File: src/inc/sdm_defs.vh
/*
 * constants for the step/dir microstep sequencer: register offsets,
 * field positions, reset values and timing counts.
 * assumes a 100 MHz core clock.
 */
`ifndef SDM_DEFS_VH
`define SDM_DEFS_VH

// register offsets (byte addresses, one 32-bit word each)
`define SDM_REG_CTRL      8'h00
`define SDM_REG_VELOCITY  8'h04
`define SDM_REG_STATUS    8'h08
`define SDM_REG_COUNTER   8'h0C
`define SDM_REG_COILS     8'h10
`define SDM_REG_SERIAL    8'h14

// control register fields
`define SDM_CTRL_DUAL_EDGE_SELECT_BIT     0
`define SDM_CTRL_PINDIS_BIT    1
`define SDM_CTRL_MRES_LSB      4
`define SDM_CTRL_MRES_MSB      7
`define SDM_CTRL_ADDR_LSB      8
`define SDM_CTRL_ADDR_MSB      9
`define SDM_CTRL_RESET         32'h00000000

// resolution codes: 0 = 256 microsteps ... 8 = fullstep
`define SDM_MRES_256           4'h0
`define SDM_MRES_FULL          4'h8

// microstep counter spans four fullsteps
`define SDM_CNT_W              10

// serial activity: bit time limits for 9600..500k baud at 100 MHz
`define SDM_BAUD_MIN_BAUD      9600
`define SDM_BAUD_MAX_BAUD      500000
`define SDM_CLK_HZ             100000000
`define SDM_BIT_MAX_CYC        (`SDM_CLK_HZ / `SDM_BAUD_MIN_BAUD)
`define SDM_BIT_MIN_CYC        (`SDM_CLK_HZ / `SDM_BAUD_MAX_BAUD)

// index pulse length in cycles
`define SDM_INDEX_CYC          8'h04

// velocity accumulator width
`define SDM_ACC_W              24

`endif

File: src/verilog/sdm_sequencer.v
/*
 * step/dir front end of a two-phase stepper driver: microstep counter,
 * sine/cosine table, internal velocity pulse generator, pin or register
 * resolution select, index and fault outputs, serial activity detection.
 * assumes all inputs synchronous to CLK, registers reached over a plain
 * address/strobe port with read data one cycle after the read strobe.
 */
// The register offsets and the address-and-strobe port were left to the implementer.
`include "sdm_defs.vh"

module sdm_sequencer #(
    parameter CNT_W = `SDM_CNT_W,
    parameter ACC_W = `SDM_ACC_W
) (
    input wire CLK,
    input wire SYS_RST,
    input wire CE,
    input wire STEP,
    input wire DIR,
    input wire DRIVE_ENABLE_N,
    input wire RESOLUTION_SELECT_0,
    input wire RESOLUTION_SELECT_1,
    input wire POWERDOWN_SERIAL_PIN,
    input wire DRIVER_ERROR,
    input wire STALL_DETECT,
    input wire [7:0] ADDR,
    input wire [31:0] WDATA,
    input wire WR,
    input wire RD,
    output reg [31:0] RDATA,
    output reg [CNT_W-1:0] MICROSTEP_COUNTER,
    output reg signed [8:0] COIL_A,
    output reg signed [8:0] COIL_B,
    output reg POWER_STAGE_ON,
    output reg STANDSTILL_REDUCE,
    output reg INDEX_OUT,
    output reg FAULT_INDICATOR_OUT
);

    // ****************************************
    // registers
    // ****************************************
    reg [31:0] ctrl_r;
    reg signed [ACC_W-1:0] velocity_r;
    reg [ACC_W-1:0] accum_r;
    reg step_d_r;
    reg fault_r;
    reg serial_on_r;
    reg serial_d_r;
    reg [15:0] low_cnt_r;
    reg [15:0] bit_time_r;
    reg [7:0] index_cnt_r;
    reg [CNT_W-1:0] cnt_nxt;

    wire dual_edge_select = ctrl_r[`SDM_CTRL_DUAL_EDGE_SELECT_BIT];
    wire pin_disable = ctrl_r[`SDM_CTRL_PINDIS_BIT];
    wire [3:0] reg_mres = ctrl_r[`SDM_CTRL_MRES_MSB:`SDM_CTRL_MRES_LSB];
    wire [1:0] slave_addr = ctrl_r[`SDM_CTRL_ADDR_MSB:`SDM_CTRL_ADDR_LSB];

    // ****************************************
    // resolution select
    // ****************************************
    reg [3:0] pin_mres;
    always @* begin
        case ({RESOLUTION_SELECT_1, RESOLUTION_SELECT_0})
            2'b00: pin_mres = 4'h5;   // 8
            2'b01: pin_mres = 4'h3;   // 32
            2'b10: pin_mres = 4'h2;   // 64
            default: pin_mres = 4'h4; // 16
        endcase
    end

    // register resolution only takes over once serial is live and pins disabled
    wire use_reg = serial_on_r & pin_disable;
    wire [3:0] mres_raw = use_reg ? reg_mres : pin_mres;
    wire [3:0] mres = (mres_raw > `SDM_MRES_FULL) ? `SDM_MRES_FULL : mres_raw;
    wire [CNT_W-1:0] step_inc = {{(CNT_W-1){1'b0}}, 1'b1} << mres;

    // ****************************************
    // step sources
    // ****************************************
    wire rise = STEP & ~step_d_r;
    wire fall = ~STEP & step_d_r;
    wire ext_step = rise | (dual_edge_select & fall);

    // velocity magnitude; sign picks the direction, no ramp applied
    wire vel_neg = velocity_r[ACC_W-1];
    wire [ACC_W-1:0] vel_mag = vel_neg ? (~velocity_r + 1'b1) : velocity_r;
    wire [ACC_W:0] acc_sum = {1'b0, accum_r} + {1'b0, vel_mag};
    wire int_step = acc_sum[ACC_W];

    // ****************************************
    // counter update
    // ****************************************
    always @* begin
        cnt_nxt = MICROSTEP_COUNTER;
        // both sources may fire together; each moves independently
        if (ext_step) begin
            if (DIR)
                cnt_nxt = cnt_nxt - step_inc;
            else
                cnt_nxt = cnt_nxt + step_inc;
        end
        if (int_step) begin
            if (vel_neg)
                cnt_nxt = cnt_nxt - step_inc;
            else
                cnt_nxt = cnt_nxt + step_inc;
        end
    end

    // ****************************************
    // quarter-wave sine table
    // ****************************************
    function [7:0] qsin;
        input [7:0] ph;
        reg [15:0] x;
        reg [31:0] y;
        begin
            // parabolic approximation 4x(1-x) on a quarter period
            // no offset here, so the table starts at zero and the coil current is nil there
            x = {8'h00, ph};
            y = {16'h0000, x} * ({16'h0000, 16'h0200} - {16'h0000, x});
            qsin = (y[31:8] > 24'h0000FF) ? 8'hFF : y[15:8];
        end
    endfunction

    function signed [8:0] wave;
        input [CNT_W-1:0] c;
        reg [7:0] m;
        begin
            m = c[8] ? qsin(8'hFF - c[7:0]) : qsin(c[7:0]);
            wave = c[9] ? -$signed({1'b0, m}) : $signed({1'b0, m});
        end
    endfunction

    // ****************************************
    // serial activity and baud detect
    // ****************************************
    // a low pulse whose width lies inside the legal bit time range
    // counts as well formed traffic and switches the port on
    wire rx_rise = POWERDOWN_SERIAL_PIN & ~serial_d_r;
    wire pulse_ok = (low_cnt_r >= `SDM_BIT_MIN_CYC) && (low_cnt_r <= `SDM_BIT_MAX_CYC);

    // ****************************************
    // main clocked process
    // ****************************************
    always @(posedge CLK) begin
        if (SYS_RST) begin
            ctrl_r <= `SDM_CTRL_RESET;
            velocity_r <= {ACC_W{1'b0}};
            accum_r <= {ACC_W{1'b0}};
            step_d_r <= 1'b0;
            fault_r <= 1'b0;
            serial_on_r <= 1'b0;
            serial_d_r <= 1'b1;
            low_cnt_r <= 16'h0000;
            bit_time_r <= 16'h0000;
            index_cnt_r <= 8'h00;
            MICROSTEP_COUNTER <= {CNT_W{1'b0}};
            COIL_A <= 9'h000;
            COIL_B <= 9'h000;
            POWER_STAGE_ON <= 1'b0;
            STANDSTILL_REDUCE <= 1'b0;
            INDEX_OUT <= 1'b0;
            FAULT_INDICATOR_OUT <= 1'b0;
            RDATA <= 32'h00000000;
        end else if (CE) begin
            step_d_r <= STEP;
            accum_r <= acc_sum[ACC_W-1:0];
            MICROSTEP_COUNTER <= cnt_nxt;
            COIL_A <= wave(cnt_nxt);
            COIL_B <= wave(cnt_nxt + 10'h100);
            POWER_STAGE_ON <= ~DRIVE_ENABLE_N;
            // without serial use the pin level picks standstill reduction
            STANDSTILL_REDUCE <= serial_on_r ? 1'b1 : ~POWERDOWN_SERIAL_PIN;

            // event set wins over the enable clear
            if (DRIVER_ERROR | STALL_DETECT)
                fault_r <= 1'b1;
            else if (DRIVE_ENABLE_N)
                fault_r <= 1'b0;
            FAULT_INDICATOR_OUT <= fault_r | DRIVER_ERROR | STALL_DETECT;

            if (cnt_nxt[CNT_W-1:0] == {CNT_W{1'b0}} && cnt_nxt != MICROSTEP_COUNTER)
                index_cnt_r <= `SDM_INDEX_CYC;
            else if (index_cnt_r != 8'h00)
                index_cnt_r <= index_cnt_r - 8'h01;
            INDEX_OUT <= (index_cnt_r != 8'h00);

            serial_d_r <= POWERDOWN_SERIAL_PIN;
            if (!POWERDOWN_SERIAL_PIN) begin
                if (low_cnt_r != 16'hFFFF)
                    low_cnt_r <= low_cnt_r + 16'h0001;
            end else begin
                low_cnt_r <= 16'h0000;
            end
            if (rx_rise && pulse_ok) begin
                serial_on_r <= 1'b1;
                bit_time_r <= low_cnt_r;
            end

            RDATA <= 32'h00000000;
            if (WR) begin
                case (ADDR)
                    `SDM_REG_CTRL: ctrl_r <= WDATA;
                    `SDM_REG_VELOCITY: velocity_r <= WDATA[ACC_W-1:0];
                    default: ;
                endcase
            end
            if (RD) begin
                case (ADDR)
                    `SDM_REG_CTRL: RDATA <= ctrl_r;
                    `SDM_REG_VELOCITY: RDATA <= {{(32-ACC_W){velocity_r[ACC_W-1]}}, velocity_r};
                    `SDM_REG_STATUS: RDATA <= {26'h0, slave_addr, use_reg, serial_on_r,
                                               fault_r, ~DRIVE_ENABLE_N};
                    `SDM_REG_COUNTER: RDATA <= {{(32-CNT_W){1'b0}}, MICROSTEP_COUNTER};
                    `SDM_REG_COILS: RDATA <= {7'h00, COIL_B, 7'h00, COIL_A};
                    `SDM_REG_SERIAL: RDATA <= {16'h0000, bit_time_r};
                    default: RDATA <= 32'h00000000;
                endcase
            end
        end
    end

endmodule

File: config.mk
export PLATFORM = sky130hd
export DESIGN_NAME = sdm_sequencer
export DESIGN_NICKNAME = d
export VERILOG_FILES = /design/src/verilog/sdm_sequencer.v
export VERILOG_INCLUDE_DIRS = /design/src /design/src/inc
export SDC_FILE = /design/constraint.sdc
export NUM_CORES = 1
export LEC_CHECK = 0
export CAP_MARGIN = 20
export CORE_MARGIN = 2
export CORE_UTILIZATION = 55
export CTS_CLUSTER_DIAMETER = 200
export CTS_CLUSTER_SIZE = 40
export DETAILED_ROUTE_END_ITERATION = 6
export DONT_BUFFER_PORTS = 1
export PLACE_DENSITY_LB_ADDON = 0.08
export RECOVER_POWER = 25
export SLEW_MARGIN = 40
export SYNTH_ARGS = -nofsm -noshare
export SYNTH_HDL_FRONTEND = slang
export SYNTH_SLANG_ARGS = --single-unit
File: constraint.sdc
create_clock -name CLK -period 13.3 [get_ports CLK]
set_input_delay 1.995 -clock CLK [delete_from_list [all_inputs] [get_ports CLK]]
set_output_delay 1.995 -clock CLK [all_outputs]
set_load 0.02 [all_outputs]
== After elaboration in Yosys (flattened, before gate mapping) ==
Cells that the tools add are included.
Operators by class
  add/sub/neg operators: 17
  multiply operators: 4
  magnitude comparators: 7
  equal/unequal tests: 9
  shift-type cells: 1
  multiplexer cells: 25
  bitwise gates (word level): 15
  reductions and logical operators: 16
Operators by type and width (number)
  one-hot mux 32 bit (6 select lines): 1
  greater-than comparator 24 x 8 -> 1 bit (second input constant): 4
  multiplier 9 x 11 -> 20 bit: 4
  2-to-1 mux 8 bit: 8
  subtractor 10 x 8 -> 11 bit (first input constant): 4
  2-to-1 mux 10 bit: 4
  2-to-1 mux 16 bit: 2
  2-to-1 mux 32 bit: 1
  adder 24 x 24 -> 25 bit: 1
  adder 24 x 1 -> 24 bit (second input constant): 1
  2-to-1 mux 24 bit: 1
  NOT 24 bit: 1
  adder 10 bit: 2
  subtractor 10 bit: 2
  2-to-1 mux 9 bit: 2
  negator 8 -> 9 bit: 2
  adder 16 x 1 -> 16 bit (second input constant): 1
  == test 8 x 4 -> 1 bit (second input constant): 2
  == test 8 x 5 -> 1 bit (second input constant): 2
  greater-or-equal comparator 16 x 8 -> 1 bit (second input constant): 1
  <= comparator 16 x 14 -> 1 bit (second input constant): 1
  != test 16 bit (second input constant): 1
  subtractor 8 bit (first input constant): 2
  adder 10 x 9 -> 10 bit (second input constant): 1
  21 further kinds: 43
Storage, ports and cells
  register bits after elaboration: 188
  bits of input ports: 53
  output and inout port bits: 64
  logic and storage cells: 112

== Longest topological paths before layout ==
  word-level depth: 21
  gate-level depth with buffers: 49
  mapped depth without buffers: 48

== Worst setup path before layout ==
No wires, ideal clock.
  path kind: input -> register
  from: in RESOLUTION_SELECT_1
  to: reg COIL_B[2]
  library setup time: 91 ps
  arrival time: 11598 ps
  required time: 13209 ps
  setup slack: 1611 ps
  cell stages on the path: 44
  buffers on the path: 2
  cells stage by stage: inv_1 ha_1 nand2_1 o21ai_0 nand2_1 nor3_1 inv_1 ha_1 mux2i_1 fa_1 a21o_1 a21oi_1 xor2_1 o21ai_0 ha_1 and2_1 a31o_2 nor4_1 [... 8 more ...] fa_1 fa_1 inv_1 fa_1 inv_1 fa_1 inv_1 ha_1 and2_1 nand2_1 o21ai_0 a31o_2 clkbuf_1 nor2_1 mux2_2 ha_1 or3_1 a311oi_1
Between the ends
  longest elaborated chain between the ends: 21
  elaborated cells on any way between the ends: 29
  those cells by class: add/sub (9); mul (2); order compare (3); eq/ne (2); shift (1); mux (11); reduce/logical (1)
Ends and longest elaborated chain
  from (decl): RTL line sdm_sequencer.v:22  | input wire RESOLUTION_SELECT_1,
  == test 2 bit, or another cell as far along: RTL line sdm_sequencer.v:65  | case ({RESOLUTION_SELECT_1, RESOLUTION_SELECT_0})
  one-hot mux 3 bit (3 select lines) *: RTL line sdm_sequencer.v:65
  2-to-1 mux 4 bit *: RTL line sdm_sequencer.v:75  | wire [3:0] mres_raw = use_reg ? reg_mres : pin_mres;
  greater-than comparator 4 bit (no source line)
  2-to-1 mux 4 bit *: RTL line sdm_sequencer.v:76  | wire [3:0] mres = (mres_raw > `SDM_MRES_FULL) ? `SDM_MRES_FULL : mres_raw;
  << shifter 1 x 4 -> 10 bit *: RTL line sdm_sequencer.v:77  | wire [CNT_W-1:0] step_inc = {{(CNT_W-1){1'b0}}, 1'b1} << mres;
  adder 10 bit or subtractor 10 bit (tied branches): RTL line sdm_sequencer.v:102, sdm_sequencer.v:100
  2-to-1 mux 10 bit: RTL line sdm_sequencer.v:99  | if (DIR)
  [... 4 more ...]
  named net cnt_nxt[7]: RTL line sdm_sequencer.v:53  | reg [CNT_W-1:0] cnt_nxt;
  [... 1 more ...]
  subtractor 8 bit: RTL line sdm_sequencer.v:132  | m = c[8] ? qsin(8'hFF - c[7:0]) : qsin(c[7:0]);
  subtractor 10 x 8 -> 11 bit: RTL line sdm_sequencer.v:123  | y = {16'h0000, x} * ({16'h0000, 16'h0200} - {16'h0000, x});
  multiplier 9 x 11 -> 20 bit: RTL line sdm_sequencer.v:123
  greater-than comparator 24 x 8 -> 1 bit: RTL line sdm_sequencer.v:124  | qsin = (y[31:8] > 24'h0000FF) ? 8'hFF : y[15:8];
  2-to-1 mux 8 bit: RTL line sdm_sequencer.v:124
  2-to-1 mux 8 bit: RTL line sdm_sequencer.v:132
  negator 8 -> 9 bit: RTL line sdm_sequencer.v:133  | wave = c[9] ? -$signed({1'b0, m}) : $signed({1'b0, m});
  2-to-1 mux 9 bit *: RTL line sdm_sequencer.v:133
  to (signal assigned): RTL line sdm_sequencer.v:173  | COIL_B <= wave(cnt_nxt + 10'h100);
  to (decl): RTL line sdm_sequencer.v:33  | output reg signed [8:0] COIL_B,
Mark *: on every way through the listed nets, which the timed path passes. The rest lies on a longest branch.
A chain may end at the register's enable or synchronous reset.

== Worst setup path after layout ==
  from: in RESOLUTION_SELECT_1
  to: reg COIL_B[2]
Between the ends
  longest elaborated chain between the ends: 21
  elaborated cells on any way between the ends: 29
  those cells by class: add/sub (9); mul (2); order compare (3); eq/ne (2); shift (1); mux (11); reduce/logical (1)
Ends and longest elaborated chain (RTL line)
  == test 2 bit, or another cell as far along: sdm_sequencer.v:65
  one-hot mux 3 bit (3 select lines) *: sdm_sequencer.v:65
  2-to-1 mux 4 bit *: sdm_sequencer.v:75
  greater-than comparator 4 bit (no source line)
  2-to-1 mux 4 bit *: sdm_sequencer.v:76
  << shifter 1 x 4 -> 10 bit *: sdm_sequencer.v:77
  adder 10 bit or subtractor 10 bit (tied branches): sdm_sequencer.v:102, sdm_sequencer.v:100
  2-to-1 mux 10 bit: sdm_sequencer.v:99
  [... 5 more ...]
  subtractor 8 bit: sdm_sequencer.v:132
  subtractor 10 x 8 -> 11 bit: sdm_sequencer.v:123
  multiplier 9 x 11 -> 20 bit: sdm_sequencer.v:123
  greater-than comparator 24 x 8 -> 1 bit: sdm_sequencer.v:124
  2-to-1 mux 8 bit: sdm_sequencer.v:124
  2-to-1 mux 8 bit: sdm_sequencer.v:132
  negator 8 -> 9 bit: sdm_sequencer.v:133
  2-to-1 mux 9 bit *: sdm_sequencer.v:133
Every way passes the cells marked *; elsewhere a longest branch is shown, timed or not.

==> flow_metrics.py <==
metrics = {
    "worst_hold_path": {
        "min_path_cells": 2,
        "min_from": "ctrl_r[18]",
        "hold_path_end": "ctrl_r[18]",
        "hold_path.class": "flip-flop to flip-flop",
    },
    "setup_path": {
        "r2r_start": "velocity_r[0]",
        "cpMaxStageDelayCell": "fa_1",
        "r2r_cells": 39,
        "start_kind": "input port",
        "end_kind": "flip-flop",
        "arrival_ns": 12.40,
        "timing.rr.end": "COIL_B[2]",
        "worst-setup-path-type": "input port to flip-flop",
        "critPathMaxStageDelay_ns": 0.53,
        "rrSetupSlack_ns": 2.23,
        "worstPathMaxFanout": 13,
        "required_ns": 13.66,
    },
    "cells_and_area": {
        "drive_above_1_share_pct": 6.48,
        "final_cell_mix": "255 x nor2_1, 235 x nand2_1, 188 x dfxtp_1",
        "nets": 2312,
        "n_antenna_cell": 0,
        "fin_area_um2": 17500,
        "final_common_cell": "nor2_1",
        "area_delta_synth_final_pct": 5.78,
        "final_cells": 2413,
    },
    "global_route": {
        "antenna_found_initial": 0,
        "grt_pass1_vias": 13600,
        "grt_pass1_wl_mm": 74.7,
        "grt_use_total_pct": 30.3,
        "grt_max_degree": 165,
        "grt-ovfl-total": 0,
    },
    "detailed_routing": {
        "drc": 0,
        "routed-via-count": 14400,
        "post_drt_wl_per_cell_um": 19.5,
        "routed_wl_mm": 47.1,
        "firstDrtPassIters": 6,
        "antenna_left": 0,
        "dr.first_iter.drc_count": 1168,
        "drt-vias-per-instance": 5.96,
    },
    "synth": {
        "yosys-top-cells-area": "dfxtp_1 23%, fa_1 12%, ha_1 11%",
        "synth_async_sr_flop_share_pct": 0,
        "synth_top_area_share_pct": 22.7,
        "ys_ff_latch": 188,
        "synth_compound_area_share_pct": 16.2,
        "synth-xor-area-share_pct": 5.00,
        "syn_area_um2": 16600,
        "synth_top_family_by_area": "adder cells",
        "yosysWarnings": 0,
        "synthFlopType": "dfxtp_1",
        "avgSynthCellArea_um2": 8.09,
        "synth_edf_count": 0,
        "synth.mux.area_fraction_pct": 6.28,
        "yosys.area_share.simple_pct": 20.5,
        "synthCells": 2049,
        "yosysSeqAreaShare_pct": 22.7,
        "synthAdderAreaFrac_pct": 23.2,
        "ys_types": 79,
        "netlist.top_cell.by_area": "dfxtp_1",
    },
    "sta": {
        "relSlewSlack_pct": 36.7,
        "setup_tns_ns": 0,
        "period_share_pct": 90.5,
        "rsz0062_at_grt": "no",
        "period_needed_ns": 12.03,
        "clock_skew_ns": 0.00969,
        "fmax_mhz": 83.1,
        "slew_violations": 0,
        "final_hold_viol_count": 0,
        "setup_viol": 0,
        "fin_ws_ns": 1.27,
        "worstMarginPinSlew_ns": 0.941,
    },
    "floorplanning": {
        "die_w_um": 178,
        "rows": 63,
        "die_area_um2": 31500,
        "die_h_um": 178,
        "num_io_pins": 117,
        "coreArea_um2": 29600,
        "start_util_pct": 55.9,
    },
    "clocking": {
        "clk_latency_ns": 0.45,
        "cts_hold_buffers": 0,
        "root_buffer": "clkbuf_16",
        "cts.sink_count": 188,
        "cts_max_level": 4,
        "cts_tree": "built",
        "clkSlewWorstSetupHoldPaths_ns": 0.08,
        "post_cts_resized": 0,
        "clock_path_buffers": 2,
        "cts_setup_buffers": 0,
        "numCtsBuffers": 17,
    },
    "power_and_ir_drop": {
        "ir_drop_v": 0.000326,
        "power.leakage_nw": 7.79,
        "power-per-cell-area_nw_per_um2": 290,
        "total_power_mw": 5.08,
    },
    "placed_design": {
        "placedInstanceArea_um2": 16900,
        "dpl.cell_count": 2381,
        "place_ws_ns": 0.872,
        "gp_congestion": 0.909,
        "hpwl_mm": 35.8,
        "numPortBuffers": 0,
    },
    "outcome": {
        "outcome": "finished, final reports clean",
    },
    "flow_run": {
        "drv_cap": 0,
    },
}
## state kept, by name (all words and copies together) (netlist names)
name / flops
COIL_B: 9
bit_time_r: 16
POWER_STAGE_ON: 1
ctrl_r: 32
RDATA: 32
STANDSTILL_REDUCE: 1
COIL_A: 9
index_cnt_r: 8
low_cnt_r: 16
serial_d_r: 1
velocity_r: 24
FAULT_INDICATOR_OUT: 1
MICROSTEP_COUNTER: 10
fault_r: 1
step_d_r: 1
serial_on_r: 1
INDEX_OUT: 1
accum_r: 24
## power breakdown
group | switching [mW] | internal, mW | total (mW)
Clock | 0.240 | 0.286 | 0.526
Combinational | 2.29 | 1.57 | 3.87
Sequential | 0.0928 | 0.599 | 0.692
Total | 2.62 | 2.46 | 5.08
## worst max path at each step
stage / start / to / slack, ns / cells after the start
floorplan: RESOLUTION_SELECT_1 / COIL_B[2] / 1.61 / 44
global placement: RESOLUTION_SELECT_1 / COIL_B[2] / 1.15 / 43
detailed placement: RESOLUTION_SELECT_1 / COIL_B[2] / 0.87 / 43
CTS: RESOLUTION_SELECT_1 / COIL_B[2] / 1.36 / 43
global route: RESOLUTION_SELECT_1 / COIL_B[2] / 0.52 / 43
finish: RESOLUTION_SELECT_1 / COIL_B[2] / 1.27 / 43
## final cells by class
type	instances	area, um^2
Clock buffer	18	439
Clock inverter	14	160
Fill cell	2787	12100
Inverter	173	649
Multi-Input combinational cell	1611	11900
Sequential cell	188	3760
Tap cell	390	488
Timing Repair Buffer	19	143
## critical path, delay by kind of cell
kind	cells	cell delay, ns
XOR/XNOR	1	0.31
multiplexers	2	0.43
adder cells (fa/ha/maj)	11	4.35
buffers and inverters	7	0.51
AND/OR/NAND/NOR	13	2.63
AO/OA/AOI/OAI	9	2.18
## routing by layer
layer  GRT usage, %  up-vias  part of all wire, %
met5              0        -                    0
met4           9.90        0                  2.9
met3           4.01       77                  5.2
met2           51.9      443                   49
met1           39.3     6930                   43
li1               -     6937                    -
## per-stage QoR
step | hold WS [ns] | util [%]
2_1_floorplan | 0.432 | -
3_3_place_gp | 0.435 | 57.1
3_5_place_dp | 0.442 | 57.1
4_1_cts | 0.452 | 59.1
5_1_grt | 0.466 | 59.1
6_report | 0.451 | 59.1
## cell usage after synthesis (12+ instances only)
| cell | count |
|---|---|
| o21ai_0 | 66 |
| nor2_1 | 255 |
| clkbuf_1 | 79 |
| nand2b_1 | 28 |
| or2_2 | 29 |
| a21o_1 | 27 |
| xnor2_1 | 63 |
| a21oi_1 | 157 |
| o211ai_1 | 14 |
| nand3_1 | 40 |
| o21a_1 | 12 |
| fa_1 | 97 |
| xor2_1 | 29 |
| and2_1 | 19 |
| nand4_1 | 14 |
| nand2_1 | 235 |
| or3_1 | 13 |
| mux2_2 | 19 |
| nor3_1 | 41 |
| a211oi_1 | 23 |
| inv_1 | 169 |
| o31ai_1 | 17 |
| nor4_1 | 14 |
| mux2i_1 | 60 |
| a22oi_1 | 27 |
| dfxtp_1 | 188 |
| ha_1 | 152 |
| and3_1 | 15 |
## cells by family after synthesis
family,Yosys count
AO/OA/AOI/OAI,419
XOR/XNOR,93
adder cells (fa/ha/maj),249
buffers and inverters,266
flip-flops,188
multiplexers,89
other,2
AND/OR/NAND/NOR,743
No activity file was read; power rests on OpenSTA's default activity.
